## src/hw/path_ctrl_pkg.sv

```systemverilog
// Register map, field positions and shared constants of the path control bank
package path_ctrl_pkg;

  localparam int          ADDR_W = 8;
  localparam int          DATA_W = 8;

  // Register byte addresses on the parallel control port
  localparam logic [7:0]  FRAMER_A_PATH_CONTROL_ADDR = 8'h11;
  localparam logic [7:0]  FRAMER_B_PATH_CONTROL_ADDR = 8'hb1;

  // Framer A register fields
  localparam int          A_LINE_CLOCK_POLARITY    = 7;
  localparam int          A_PATTERN_CLOCK_POLARITY = 6;
  localparam int          A_TEST_MUX_ENABLE        = 5;
  localparam int          A_NRZ_ALARM_FORCE        = 4;
  localparam int          A_LINE_TO_FRAMER_A_MUX   = 2;

  // Framer B register fields
  localparam int          B_RX_CLOCK_IN_POLARITY   = 7;
  localparam int          B_TX_CLOCK_OUT_POLARITY  = 6;
  localparam int          B_TEST_MUX_ENABLE        = 5;
  localparam int          B_FRAMER_TO_FRAMER_MUX   = 2;

  // Fields common to both registers
  localparam int          DATA_LINK_PIN_MODE       = 1;
  localparam int          IDLE_REGISTER_FUNCTION   = 0;

  // Implemented bits; unassigned ones read back as zero
  localparam logic [7:0]  A_WRITE_MASK = 8'hf7;
  localparam logic [7:0]  B_WRITE_MASK = 8'he7;
  localparam logic [7:0]  RESET_VALUE  = 8'h00;

  // Values carried on the NRZ and frame sync outputs while the alarm is forced
  localparam logic        NRZ_ALARM_LEVEL  = 1'b1;
  localparam logic        SYNC_ALARM_LEVEL = 1'b0;

  typedef enum logic [2:0] {
    BUS_IDLE  = 3'b001,
    BUS_WRITE = 3'b010,
    BUS_READ  = 3'b100
  } bus_state_t;

endpackage

```

## src/hw/channel_select.sv

```systemverilog
// Per-channel transmit substitution: idle code or receive loopback
module channel_select
  import path_ctrl_pkg::*;
#(
  parameter int          CHANNELS  = 24,
  parameter logic [7:0]  IDLE_CODE = 8'h7f
) (
  // Controls
  input  wire logic                idle_register_function,
  input  wire logic [CHANNELS-1:0] transmit_idle_registers,
  input  wire logic [4:0]          channel_index,
  // Data
  input  wire logic [7:0]          tx_word,
  input  wire logic [7:0]          rx_word,
  output logic      [7:0]          out_word
);

  initial begin
    if (CHANNELS < 1 || CHANNELS > 32) $error("channel count unsupported");
  end

  logic flagged;

  always_comb begin
    flagged = 1'b0;
    if (32'(channel_index) < CHANNELS) begin
      flagged = transmit_idle_registers[channel_index];
    end
    if (!flagged) begin
      out_word = tx_word;
    end else if (idle_register_function) begin
      out_word = rx_word;
    end else begin
      out_word = IDLE_CODE;
    end
  end

endmodule

```

## src/hw/dual_framer_path_control.sv

```systemverilog
// Path control registers and the routing they steer in the dual framer
module dual_framer_path_control
  import path_ctrl_pkg::*;
#(
  parameter int          CHANNELS  = 24,
  parameter logic [7:0]  IDLE_CODE = 8'h7f
) (
  // Clock and reset
  input  wire logic                sys_clk,
  input  wire logic                rst,
  // Parallel control port
  input  wire logic [ADDR_W-1:0]   addr,
  input  wire logic [DATA_W-1:0]   wdata,
  input  wire logic                wr_en,
  input  wire logic                rd_en,
  output logic      [DATA_W-1:0]   rdata,
  output logic                     rd_valid,
  // Framer A line side pins
  input  wire logic                line_side_clock,
  input  wire logic                pattern_clock,
  input  wire logic                framer_a_nrz_in,
  input  wire logic                framer_a_sync_in,
  input  wire logic                line_rx_data,
  input  wire logic                framer_a_tx_data,
  input  wire logic                test_pattern_a,
  input  wire logic                pattern_data_in,
  output logic                     line_nrz_data_out,
  output logic                     line_frame_sync_out,
  output logic                     line_interface_tx_data,
  output logic                     framer_a_line_rx_data,
  output logic                     framer_a_tx_out,
  output logic                     pattern_data_sampled,
  // Framer A shared pins
  input  wire logic                rx_channel_clock_a,
  input  wire logic                rx_channel_block_a,
  input  wire logic                rx_link_clock_a,
  input  wire logic                rx_link_data_a,
  output logic                     shared_rx_clock_a,
  output logic                     shared_rx_data_a,
  // Framer B
  input  wire logic                framer_b_rx_clock_in,
  input  wire logic                framer_b_tx_clock,
  input  wire logic                framer_b_tx_data,
  input  wire logic                test_pattern_b,
  input  wire logic                rx_channel_clock_b,
  input  wire logic                rx_channel_block_b,
  input  wire logic                rx_link_clock_b,
  input  wire logic                rx_link_data_b,
  output logic                     framer_b_rx_clock,
  output logic                     framer_b_tx_clock_out,
  output logic                     framer_b_line_data,
  output logic                     framer_b_tx_out,
  output logic                     shared_rx_clock_b,
  output logic                     shared_rx_data_b,
  // Transmit channel substitution
  input  wire logic [CHANNELS-1:0] transmit_idle_registers_a,
  input  wire logic [CHANNELS-1:0] transmit_idle_registers_b,
  input  wire logic [4:0]          channel_index,
  input  wire logic [7:0]          tx_word_a,
  input  wire logic [7:0]          tx_word_b,
  input  wire logic [7:0]          framer_a_rx_serial_data,
  input  wire logic [7:0]          framer_b_rx_serial_data,
  output logic      [7:0]          tx_word_out_a,
  output logic      [7:0]          tx_word_out_b
);

  initial begin
    if (CHANNELS < 1 || CHANNELS > 32) $error("channel count unsupported");
  end

  function automatic logic [7:0] field_mask(input logic [7:0] a);
    field_mask = (a == FRAMER_A_PATH_CONTROL_ADDR) ? A_WRITE_MASK :
                 (a == FRAMER_B_PATH_CONTROL_ADDR) ? B_WRITE_MASK : 8'h00;
  endfunction

  //////////////////////////////////////////////////////////////////////////
  // Pin synchronisation
  localparam int NSYNC = 20;
  logic [NSYNC-1:0] pins_s;

  pin_sync #(.WIDTH(NSYNC)) u_sync (
    .sys_clk  (sys_clk),
    .rst      (rst),
    .async_in ({line_side_clock, pattern_clock, framer_a_nrz_in,
                framer_a_sync_in, line_rx_data, framer_a_tx_data,
                test_pattern_a, pattern_data_in, rx_channel_clock_a,
                rx_channel_block_a, rx_link_clock_a, rx_link_data_a,
                framer_b_rx_clock_in, framer_b_tx_clock, framer_b_tx_data,
                test_pattern_b, rx_channel_clock_b, rx_channel_block_b,
                rx_link_clock_b, rx_link_data_b}),
    .sync_out (pins_s)
  );

  logic line_clk_s, pclk_s, nrz_s, sync_s, lrx_s, atx_s, tpa_s, pdi_s;
  logic rchclk_a_s, rchblk_a_s, rlclk_a_s, rlink_a_s;
  logic bclk_s, btxclk_s, btx_s, tpb_s;
  logic rchclk_b_s, rchblk_b_s, rlclk_b_s, rlink_b_s;

  assign {line_clk_s, pclk_s, nrz_s, sync_s, lrx_s, atx_s, tpa_s, pdi_s,
          rchclk_a_s, rchblk_a_s, rlclk_a_s, rlink_a_s,
          bclk_s, btxclk_s, btx_s, tpb_s,
          rchclk_b_s, rchblk_b_s, rlclk_b_s, rlink_b_s} = pins_s;

  //////////////////////////////////////////////////////////////////////////
  // Control port
  logic [7:0] ctrl_a_q;
  logic [7:0] ctrl_b_q;
  bus_state_t bus_q;

  always_ff @(posedge sys_clk or posedge rst) begin
    if (rst) begin
      ctrl_a_q <= RESET_VALUE;
      ctrl_b_q <= RESET_VALUE;
    end else if (wr_en) begin
      // Unassigned bits are not stored; whatever the host writes there is masked off
      if (addr == FRAMER_A_PATH_CONTROL_ADDR) begin
        ctrl_a_q <= wdata & field_mask(addr);
      end
      if (addr == FRAMER_B_PATH_CONTROL_ADDR) begin
        ctrl_b_q <= wdata & field_mask(addr);
      end
    end
  end

  always_ff @(posedge sys_clk or posedge rst) begin
    if (rst) begin
      bus_q    <= BUS_IDLE;
      rdata    <= '0;
      rd_valid <= 1'b0;
    end else begin
      rd_valid <= 1'b0;
      case (bus_q)
        BUS_IDLE, BUS_WRITE, BUS_READ: begin
          if (rd_en && !wr_en) begin
            bus_q    <= BUS_READ;
            rd_valid <= 1'b1;
            if (addr == FRAMER_A_PATH_CONTROL_ADDR) begin
              rdata <= ctrl_a_q;
            end else if (addr == FRAMER_B_PATH_CONTROL_ADDR) begin
              rdata <= ctrl_b_q;
            end else begin
              rdata <= '0;
            end
          end else if (wr_en) begin
            bus_q <= BUS_WRITE;
          end else begin
            bus_q <= BUS_IDLE;
          end
        end
        default: bus_q <= BUS_IDLE;
      endcase
    end
  end

  //////////////////////////////////////////////////////////////////////////
  // Framer A line side
  logic a_lpol, a_ppol, a_test, a_alarm, a_liu_off, a_dlpm, a_func;
  assign a_lpol    = ctrl_a_q[A_LINE_CLOCK_POLARITY];
  assign a_ppol    = ctrl_a_q[A_PATTERN_CLOCK_POLARITY];
  assign a_test    = ctrl_a_q[A_TEST_MUX_ENABLE];
  assign a_alarm   = ctrl_a_q[A_NRZ_ALARM_FORCE];
  assign a_liu_off = ctrl_a_q[A_LINE_TO_FRAMER_A_MUX];
  assign a_dlpm    = ctrl_a_q[DATA_LINK_PIN_MODE];
  assign a_func    = ctrl_a_q[IDLE_REGISTER_FUNCTION];

  logic line_clk_d1_q, pclk_d1_q;
  logic line_upd, pclk_smp;

  always_ff @(posedge sys_clk or posedge rst) begin
    if (rst) begin
      line_clk_d1_q <= 1'b0;
      pclk_d1_q     <= 1'b0;
    end else begin
      line_clk_d1_q <= line_clk_s;
      pclk_d1_q     <= pclk_s;
    end
  end

  // Update edge: rising at 0, falling at 1
  assign line_upd = a_lpol ? (line_clk_d1_q & ~line_clk_s)
                           : (~line_clk_d1_q & line_clk_s);
  // Sample edge: falling at 0, rising at 1
  assign pclk_smp = a_ppol ? (~pclk_d1_q & pclk_s)
                           : (pclk_d1_q & ~pclk_s);

  always_ff @(posedge sys_clk or posedge rst) begin
    if (rst) begin
      line_nrz_data_out   <= 1'b0;
      line_frame_sync_out <= 1'b0;
    end else if (a_alarm) begin
      line_nrz_data_out   <= NRZ_ALARM_LEVEL;
      line_frame_sync_out <= SYNC_ALARM_LEVEL;
    end else if (line_upd) begin
      line_nrz_data_out   <= nrz_s;
      line_frame_sync_out <= sync_s;
    end
  end

  always_ff @(posedge sys_clk or posedge rst) begin
    if (rst) begin
      pattern_data_sampled <= 1'b0;
    end else if (pclk_smp) begin
      pattern_data_sampled <= pdi_s;
    end
  end

  always_ff @(posedge sys_clk or posedge rst) begin
    if (rst) begin
      framer_a_tx_out        <= 1'b0;
      line_interface_tx_data <= 1'b0;
      framer_a_line_rx_data  <= 1'b0;
      shared_rx_clock_a      <= 1'b0;
      shared_rx_data_a       <= 1'b0;
    end else begin
      framer_a_tx_out <= a_test ? tpa_s : atx_s;
      // Disconnected paths idle low
      line_interface_tx_data <=
        a_liu_off ? 1'b0 : (a_test ? tpa_s : atx_s);
      framer_a_line_rx_data  <= a_liu_off ? 1'b0 : lrx_s;
      shared_rx_clock_a <= a_dlpm ? rlclk_a_s : rchclk_a_s;
      shared_rx_data_a  <= a_dlpm ? rlink_a_s : rchblk_a_s;
    end
  end

  //////////////////////////////////////////////////////////////////////////
  // Framer B
  logic b_rpol, b_tpol, b_test, b_ff_off, b_dlpm, b_func;
  assign b_rpol   = ctrl_b_q[B_RX_CLOCK_IN_POLARITY];
  assign b_tpol   = ctrl_b_q[B_TX_CLOCK_OUT_POLARITY];
  assign b_test   = ctrl_b_q[B_TEST_MUX_ENABLE];
  assign b_ff_off = ctrl_b_q[B_FRAMER_TO_FRAMER_MUX];
  assign b_dlpm   = ctrl_b_q[DATA_LINK_PIN_MODE];
  assign b_func   = ctrl_b_q[IDLE_REGISTER_FUNCTION];

  always_ff @(posedge sys_clk or posedge rst) begin
    if (rst) begin
      framer_b_rx_clock     <= 1'b0;
      framer_b_tx_clock_out <= 1'b0;
      framer_b_tx_out       <= 1'b0;
      framer_b_line_data    <= 1'b0;
      shared_rx_clock_b     <= 1'b0;
      shared_rx_data_b      <= 1'b0;
    end else begin
      framer_b_rx_clock     <= bclk_s ^ b_rpol;
      framer_b_tx_clock_out <= btxclk_s ^ b_tpol;
      framer_b_tx_out       <= b_test ? tpb_s : btx_s;
      framer_b_line_data    <= b_ff_off ? 1'b0 : atx_s;
      shared_rx_clock_b <= b_dlpm ? rlclk_b_s : rchclk_b_s;
      shared_rx_data_b  <= b_dlpm ? rlink_b_s : rchblk_b_s;
    end
  end

  //////////////////////////////////////////////////////////////////////////
  // Transmit channel substitution
  logic [7:0] sel_a, sel_b;

  channel_select #(.CHANNELS(CHANNELS), .IDLE_CODE(IDLE_CODE)) u_sel_a (
    .idle_register_function  (a_func),
    .transmit_idle_registers (transmit_idle_registers_a),
    .channel_index           (channel_index),
    .tx_word                 (tx_word_a),
    .rx_word                 (framer_a_rx_serial_data),
    .out_word                (sel_a)
  );

  channel_select #(.CHANNELS(CHANNELS), .IDLE_CODE(IDLE_CODE)) u_sel_b (
    .idle_register_function  (b_func),
    .transmit_idle_registers (transmit_idle_registers_b),
    .channel_index           (channel_index),
    .tx_word                 (tx_word_b),
    .rx_word                 (framer_b_rx_serial_data),
    .out_word                (sel_b)
  );

  always_ff @(posedge sys_clk or posedge rst) begin
    if (rst) begin
      tx_word_out_a <= '0;
      tx_word_out_b <= '0;
    end else begin
      tx_word_out_a <= sel_a;
      tx_word_out_b <= sel_b;
    end
  end
endmodule

```

## src/hw/pin_sync.sv

```systemverilog
// Two-flop synchroniser for a group of asynchronous pin levels
module pin_sync
  import path_ctrl_pkg::*;
#(
  parameter int WIDTH = 1
) (
  // Clock and reset
  input  wire logic             sys_clk,
  input  wire logic             rst,
  // Levels
  input  wire logic [WIDTH-1:0] async_in,
  output logic      [WIDTH-1:0] sync_out
);

  logic [WIDTH-1:0] meta_q;

  initial begin
    if (WIDTH < 1) $error("pin_sync width must be positive");
  end

  always_ff @(posedge sys_clk or posedge rst) begin
    if (rst) begin
      meta_q   <= '0;
      sync_out <= '0;
    end else begin
      meta_q   <= async_in;
      sync_out <= meta_q;
    end
  end

endmodule

```

## config.mk

```make
export PLATFORM = sky130hd
export DESIGN_NAME = dual_framer_path_control
export DESIGN_NICKNAME = d
export VERILOG_FILES = /design/src/hw/path_ctrl_pkg.sv /design/src/hw/channel_select.sv /design/src/hw/dual_framer_path_control.sv /design/src/hw/pin_sync.sv
export SDC_FILE = /design/constraint.sdc
export NUM_CORES = 1
export LEC_CHECK = 0
export ABC_AREA = 1
export BUFFER_PORTS_ARGS = -buffer_cell sky130_fd_sc_hd__buf_2
export CAP_MARGIN = 15
export CORE_MARGIN = 2
export CORE_UTILIZATION = 50
export CTS_BUF_LIST = sky130_fd_sc_hd__clkbuf_8
export DETAILED_ROUTE_END_ITERATION = 7
export PLACE_DENSITY_LB_ADDON = 0.3
export SYNTH_ARGS = -nofsm -noshare
export SYNTH_HDL_FRONTEND = slang
export SYNTH_SLANG_ARGS = --single-unit
```

## constraint.sdc

```tcl
create_clock -name sys_clk -period 3.19 [get_ports sys_clk]
set_clock_uncertainty 0.05 [all_clocks]
set_input_delay 0.1595 -clock sys_clk [delete_from_list [all_inputs] [get_ports sys_clk]]
set_output_delay 0.1595 -clock sys_clk [all_outputs]
set_load 0.05 [all_outputs]
```

======== Word-level counts from Yosys, hierarchy flattened ========
Cells that the tools add are included.
word-level totals
  register bits ........................... 100
  output and inout port bits .............. 39
  logic and storage cells ................. 84
operators by class
  order comparisons ....................... 2
  equal/unequal tests ..................... 5
  mux-type cells .......................... 34
  bitwise gates (word level) .............. 11
  reductions and logical operators ........ 7
operators with widths
  operator                                             count
  2-to-1 mux 8 bit                                     8
  2-to-1 mux 1 bit                                     21
  binary-select mux 1 bit (select 5 bit)               2
  bitwise AND 8 bit                                    1
  == test 8 x 5 -> 1 bit (second input constant)       1
  == test 8 bit (second input constant)                1
  < comparator 5 x 6 -> 1 bit (second input constant)  1
  2-to-1 mux 3 bit                                     2
  AND reduction 2 bit                                  3
  < comparator 5 bit (second input constant)           1
  bitwise AND 1 bit                                    4
  inverter 1 bit                                       4
  == test 3 x 1 -> 1 bit (second input constant)       1
  == test 3 x 2 -> 1 bit (second input constant)       1
  == test 3 bit (second input constant)                1
  OR reduction 3 bit                                   1
  2-to-1 mux 2 bit                                     1
  nonzero test 2 bit                                   1
  XOR 1 bit                                            2
  logical AND 1 bit                                    1
  zero test 1 bit                                      1

======== Depth between registers and ports, before layout ========
  depth after elaboration ................. 5
  depth in mapped cells ................... 12
  depth with buffers taken out ............ 10

======== Cells and area by module ========
Synthesis repeated with hierarchy kept, for this count alone.
second synthesis, totals
  cells, all modules ...................... 454
  area, all modules ....................... 4,179.0 sq um
modules (own cells, without submodules)
  module                    instances  cells each  area an instance (sq um)
  dual_framer_path_control  1          211         2,248.4
  pin_sync                  1          41          1,004.7
  channel_select            2          101         462.9

======== Worst setup path before layout ========
No wires, ideal clock.
  kind .................................... register to register
  start ................................... register bus_q[2]
  end ..................................... register rdata[2]
  library setup time ...................... 0.066 ns
  arrival ................................. 1.335 ns
  setup slack ............................. 1.739 ns
  stages on the path, launching flop included .. 7
  path buffers ............................ 0
  period minus slack after synthesis ...... 1.451 ns
  path through ............................ dfrtp_1 > inv_1 > o21ai_2 > nand3_2 > inv_2 > o211ai_1 > nand2_1
on the way
  longest elaborated chain between the ends .. 3
RTL lines
  item                                                  line                             text
  start, declared                                       dual_framer_path_control.sv:108  bus_state_t bus_q;
  start signal, assigned                                dual_framer_path_control.sv:127  bus_q <= BUS_IDLE;
  start signal, assigned                                dual_framer_path_control.sv:135  bus_q <= BUS_READ;
  start signal, assigned                                dual_framer_path_control.sv:145  bus_q <= BUS_WRITE;
  == test 3 x 1 -> 1 bit, or another cell as far along  dual_framer_path_control.sv:132  case (bus_q)
  OR reduction 3 bit (*)                                dual_framer_path_control.sv:132
  AND reduction 2 bit (no line) (*)                     --
  end signal, assigned                                  dual_framer_path_control.sv:138  rdata <= ctrl_a_q;
  end signal, assigned                                  dual_framer_path_control.sv:140  rdata <= ctrl_b_q;
  end, declared                                         dual_framer_path_control.sv:16   output logic [DATA_W-1:0] rdata,
Mark *: on every way between the ends. The rest lies on a longest branch, timed or not.
A chain may end at the register's enable or synchronous reset.

======== Final worst setup path ========
  start ................................... register bus_q[0]
  end ..................................... register bus_q[0]
on the way
  longest elaborated chain between the ends .. 3
RTL lines
  item                                                  line
  == test 3 x 1 -> 1 bit, or another cell as far along  dual_framer_path_control.sv:132
  OR reduction 3 bit (*)                                dual_framer_path_control.sv:132
  2-to-1 mux 3 bit (*)                                  dual_framer_path_control.sv:132
Marks and branches as above.

==> summary.md <==
| Metric | Value |
|---|---|
| Height of the die | 93.6 um |
| Fraction of layout cells with a size suffix above 1 | 32.3% |
| Mapped cell area | 4020 um^2 |
| Cts bufs inserted | 9 |
| Antenna diodes | 0 |
| Worst Reg-to-Reg Cells | 5 |
| Die ar. | 8760 um^2 |
| Syn_area_per_cell | 9.13 um^2 |
| Hold WC Path Type | primary input to register |
| Max-cap violations | 0 |
| Die Wd | 93.6 um |
| Row Count | 32 |
| Outcome | completed |
| FF-to-FF End | bus_q[0] |
| Prevailing post-synth register cell | dfrtp_1 |
| Critical path's top delay family | buffers and inverters |
| Fmax | 0.629 GHz |
| Setup TNS | 0 ns |
| Core ar. | 7770 um^2 |
| H-tree levels | 3 |
| Worst-path clk slew | 0.09 ns |
| Hold Fails Final Rpt | 0 |
| First-pass GRT wire length | 15300 um |
| Slowest stage delay, CP | 0.56 ns |
| Post-synthesis cell type count | 31 |
| Slowest cell on crit path | dlygate4sd3_1 |
| DRT iter0 DRCs | 86 |
| Tot GR Track Use | 22.3% |
| Vias in the first global route | 3605 |
| Clock root cell | clkbuf_8 |
| Post-synth top area share | 59.2% |
| Top post-synthesis cells by count | nand2_1 (138), dfrtp_1 (95), nand3_1 (72) |
| Dpl hpwl | 6620 um |
| Largest cells by area after synthesis | dfrtp_1 (59%), nand2_1 (13%), nand3_1 (9.0%), inv_1 (4.5%), nand2_2 (2.5%) |
| Placer congestion estimate | 0.857 |
| Crit path depth | 5 |
| Reg2Reg Setup Slack | 1.60 ns |
| Crit-path max FO | 3 |
| Vias per std cell | 4.82 |
| WHS Endpoint | ctrl_b_q[0] |
| Power density over the cells | 487 nW/um^2 |
| WS Path Type | register to register |
| Syn Nets | 565 |
| Worst-path cell chain | or2_1 -> nand2_1 -> o21ai_2 -> o21ai_0 -> dlygate4sd3_1 |
| Post-synth EDFFs | 0 |
| Clk buf depth | 2 |
| Max VDD drop | 0.310 mV |
| Number of max-slew violations in the final report | 0 |
| Seq/Total Area, Yosys | 59.9% |
| Port-buffer cells | 161 |
| P_leak | 2.93 nW |
| Clock Latency Late Sink | 0.35 ns |
| CTS Sinks | 96 |
| RSZ-0062 raised after global routing | false |
| Hold Path Cell Cnt | 3 |
| Setup WS pre-CTS | 1.49 ns |
| Synthesized flop and latch total | 96 |
| Worst slew pin tran | 0.529 ns |
| I/O pins | 164 |
| Endpoint class of the critical path | register |
| Relative slew slack | 64.4% |
| CTS tree | built |
| P&R area growth vs syn | 35.2% |
| Antenna Nets Post-Route | 0 |
| Async SR Flop Fraction | 100% |
| CP Data Required Time | 3.42 ns |
| Drt pass-1 iters | 5 |
| Worst path bufs/invs | 1 |
| Crit path arrival time | 1.82 ns |
| Tmin final | 1.59 ns |
| HP Start | wdata[0] |
| Largest net degree at the start of global routing | 40 |
| CP Launch Type | register |
| RR Startpoint | bus_q[0] |
| Syn Inst Count | 440 |
| DRC | 0 |
| Yosys Warn Count | 0 |
| Final nets | 764 |
| GR Overflow Total | 0 |
| Wire per inst | 12.4 um |
| Worst Setup Slack, final | 1.60 ns |
| Initial Util | 51.7% |
| Fill count | 626 |
| Endpoints failing setup | 0 |
| Period Utilization, post-route | 49.8% |
| Routed vias | 3594 |
| Initial antenna violation count | 1 |
| WL final | 9280 um |
| Most common cell in the netlist | nand2_1 |
| Synth area leader | dfrtp_1 |
==> registers in the layout, indices dropped and copies added (netlist names), 3 cells and up <==
name             cells
u_sync.meta_q       20
rdata                7
tx_word_out_a        8
ctrl_b_q             7
ctrl_a_q             7
u_sync.sync_out     20
tx_word_out_b        8
bus_q                3
==> cell families (layout without fill, tap and decap cells) <==
group / after synthesis / in the layout / share of synthesized area, %
simple gates: 245 / 245 / 27.5
other cells: 1 / 1 / 0.0934
flops: 96 / 96 / 59.9
xor+xnor: 2 / 2 / 0.436
buf+inv: 64 / 268 / 7.60
compound gates: 32 / 32 / 4.46
==> power breakdown <==
| group | total, mW | switching [mW] | leakage, nW | internal (mW) |
|---|---|---|---|---|
| clock | 0.718 | 0.419 | 0.0899 | 0.299 |
| combinational | 0.579 | 0.378 | 1.68 | 0.201 |
| sequential | 1.35 | 0.0390 | 1.16 | 1.31 |
| total | 2.64 | 0.836 | 2.93 | 1.81 |
==> cells in the final DEF (no fill, tap or decap), types with 3 or more instances in the layout <==
cell	n
dfrtp_1	95
a21oi_1	5
nand2_1	138
inv_8	3
o21ai_0	5
o21ai_1	12
dlygate4sd3_1	38
nand2_2	16
nor2_1	8
clkbuf_8	9
o22ai_1	4
nand3_1	72
inv_1	47
buf_2	161
nand3_2	5
==> per-stage QoR <==
| step | hold WS (ns) | power, mW | std cells | util [%] | instance area, um^2 |
|---|---|---|---|---|---|
| floorplan | 0.141 | 1.73 | 440 | - | 4020 |
| global placement | 0.164 | 1.89 | 692 | 62.6 | 4860 |
| detailed placement | 0.171 | 1.90 | 692 | 62.6 | 4860 |
| CTS | 0.00179 | 2.67 | 746 | 69.9 | 5430 |
| global route | 0.00640 | 2.78 | 746 | 69.9 | 5430 |
| finish | 0.0151 | 2.64 | 746 | 69.9 | 5430 |
==> area by class of cell <==
class	count	area, um^2	area share (%)
Tap cell	102	128	2.35
Timing Repair Buffer	201	1200	22.1
Multi-Input combinational cell	280	1310	24.1
Sequential cell	96	2400	44.3
Clock buffer	9	124	2.28
Inverter	51	201	3.71
Clock inverter	7	63.8	1.18
==> metal layers <==
metal / wire [um] / vias up / GRT usage (%)
met5: 13 / - / 0
met3: 579 / 25 / 5.88
met4: 204 / 2 / 7.00
li1: - / 1789 / -
met1: 3870 / 1636 / 26.8
met2: 4610 / 142 / 39.0
==> how the worst max path moves through the flow <==
stage	start	endpoint	slack [ns]
floorplan	rst	bus_q[1]	0.48
global route	bus_q[0]	bus_q[0]	1.51
detailed placement	addr[5]	ctrl_a_q[7]	1.49
finish	bus_q[0]	bus_q[0]	1.60
CTS	bus_q[0]	bus_q[0]	1.59
global placement	addr[5]	ctrl_a_q[5]	1.57
==> what timing repair did <==
item	4_1_cts	5_1_grt
resized for setup	0	0
hold buffers	38	0
hold endpoints to repair	73	0
buffers inserted	0	0
==> tightest hold or removal path, delay by kind of cell <==
kind            cells  cell delay (ns)
buf+inv             2             0.15
compound gates      1             0.06
Note: power is estimated with default switching activity, not from simulation.
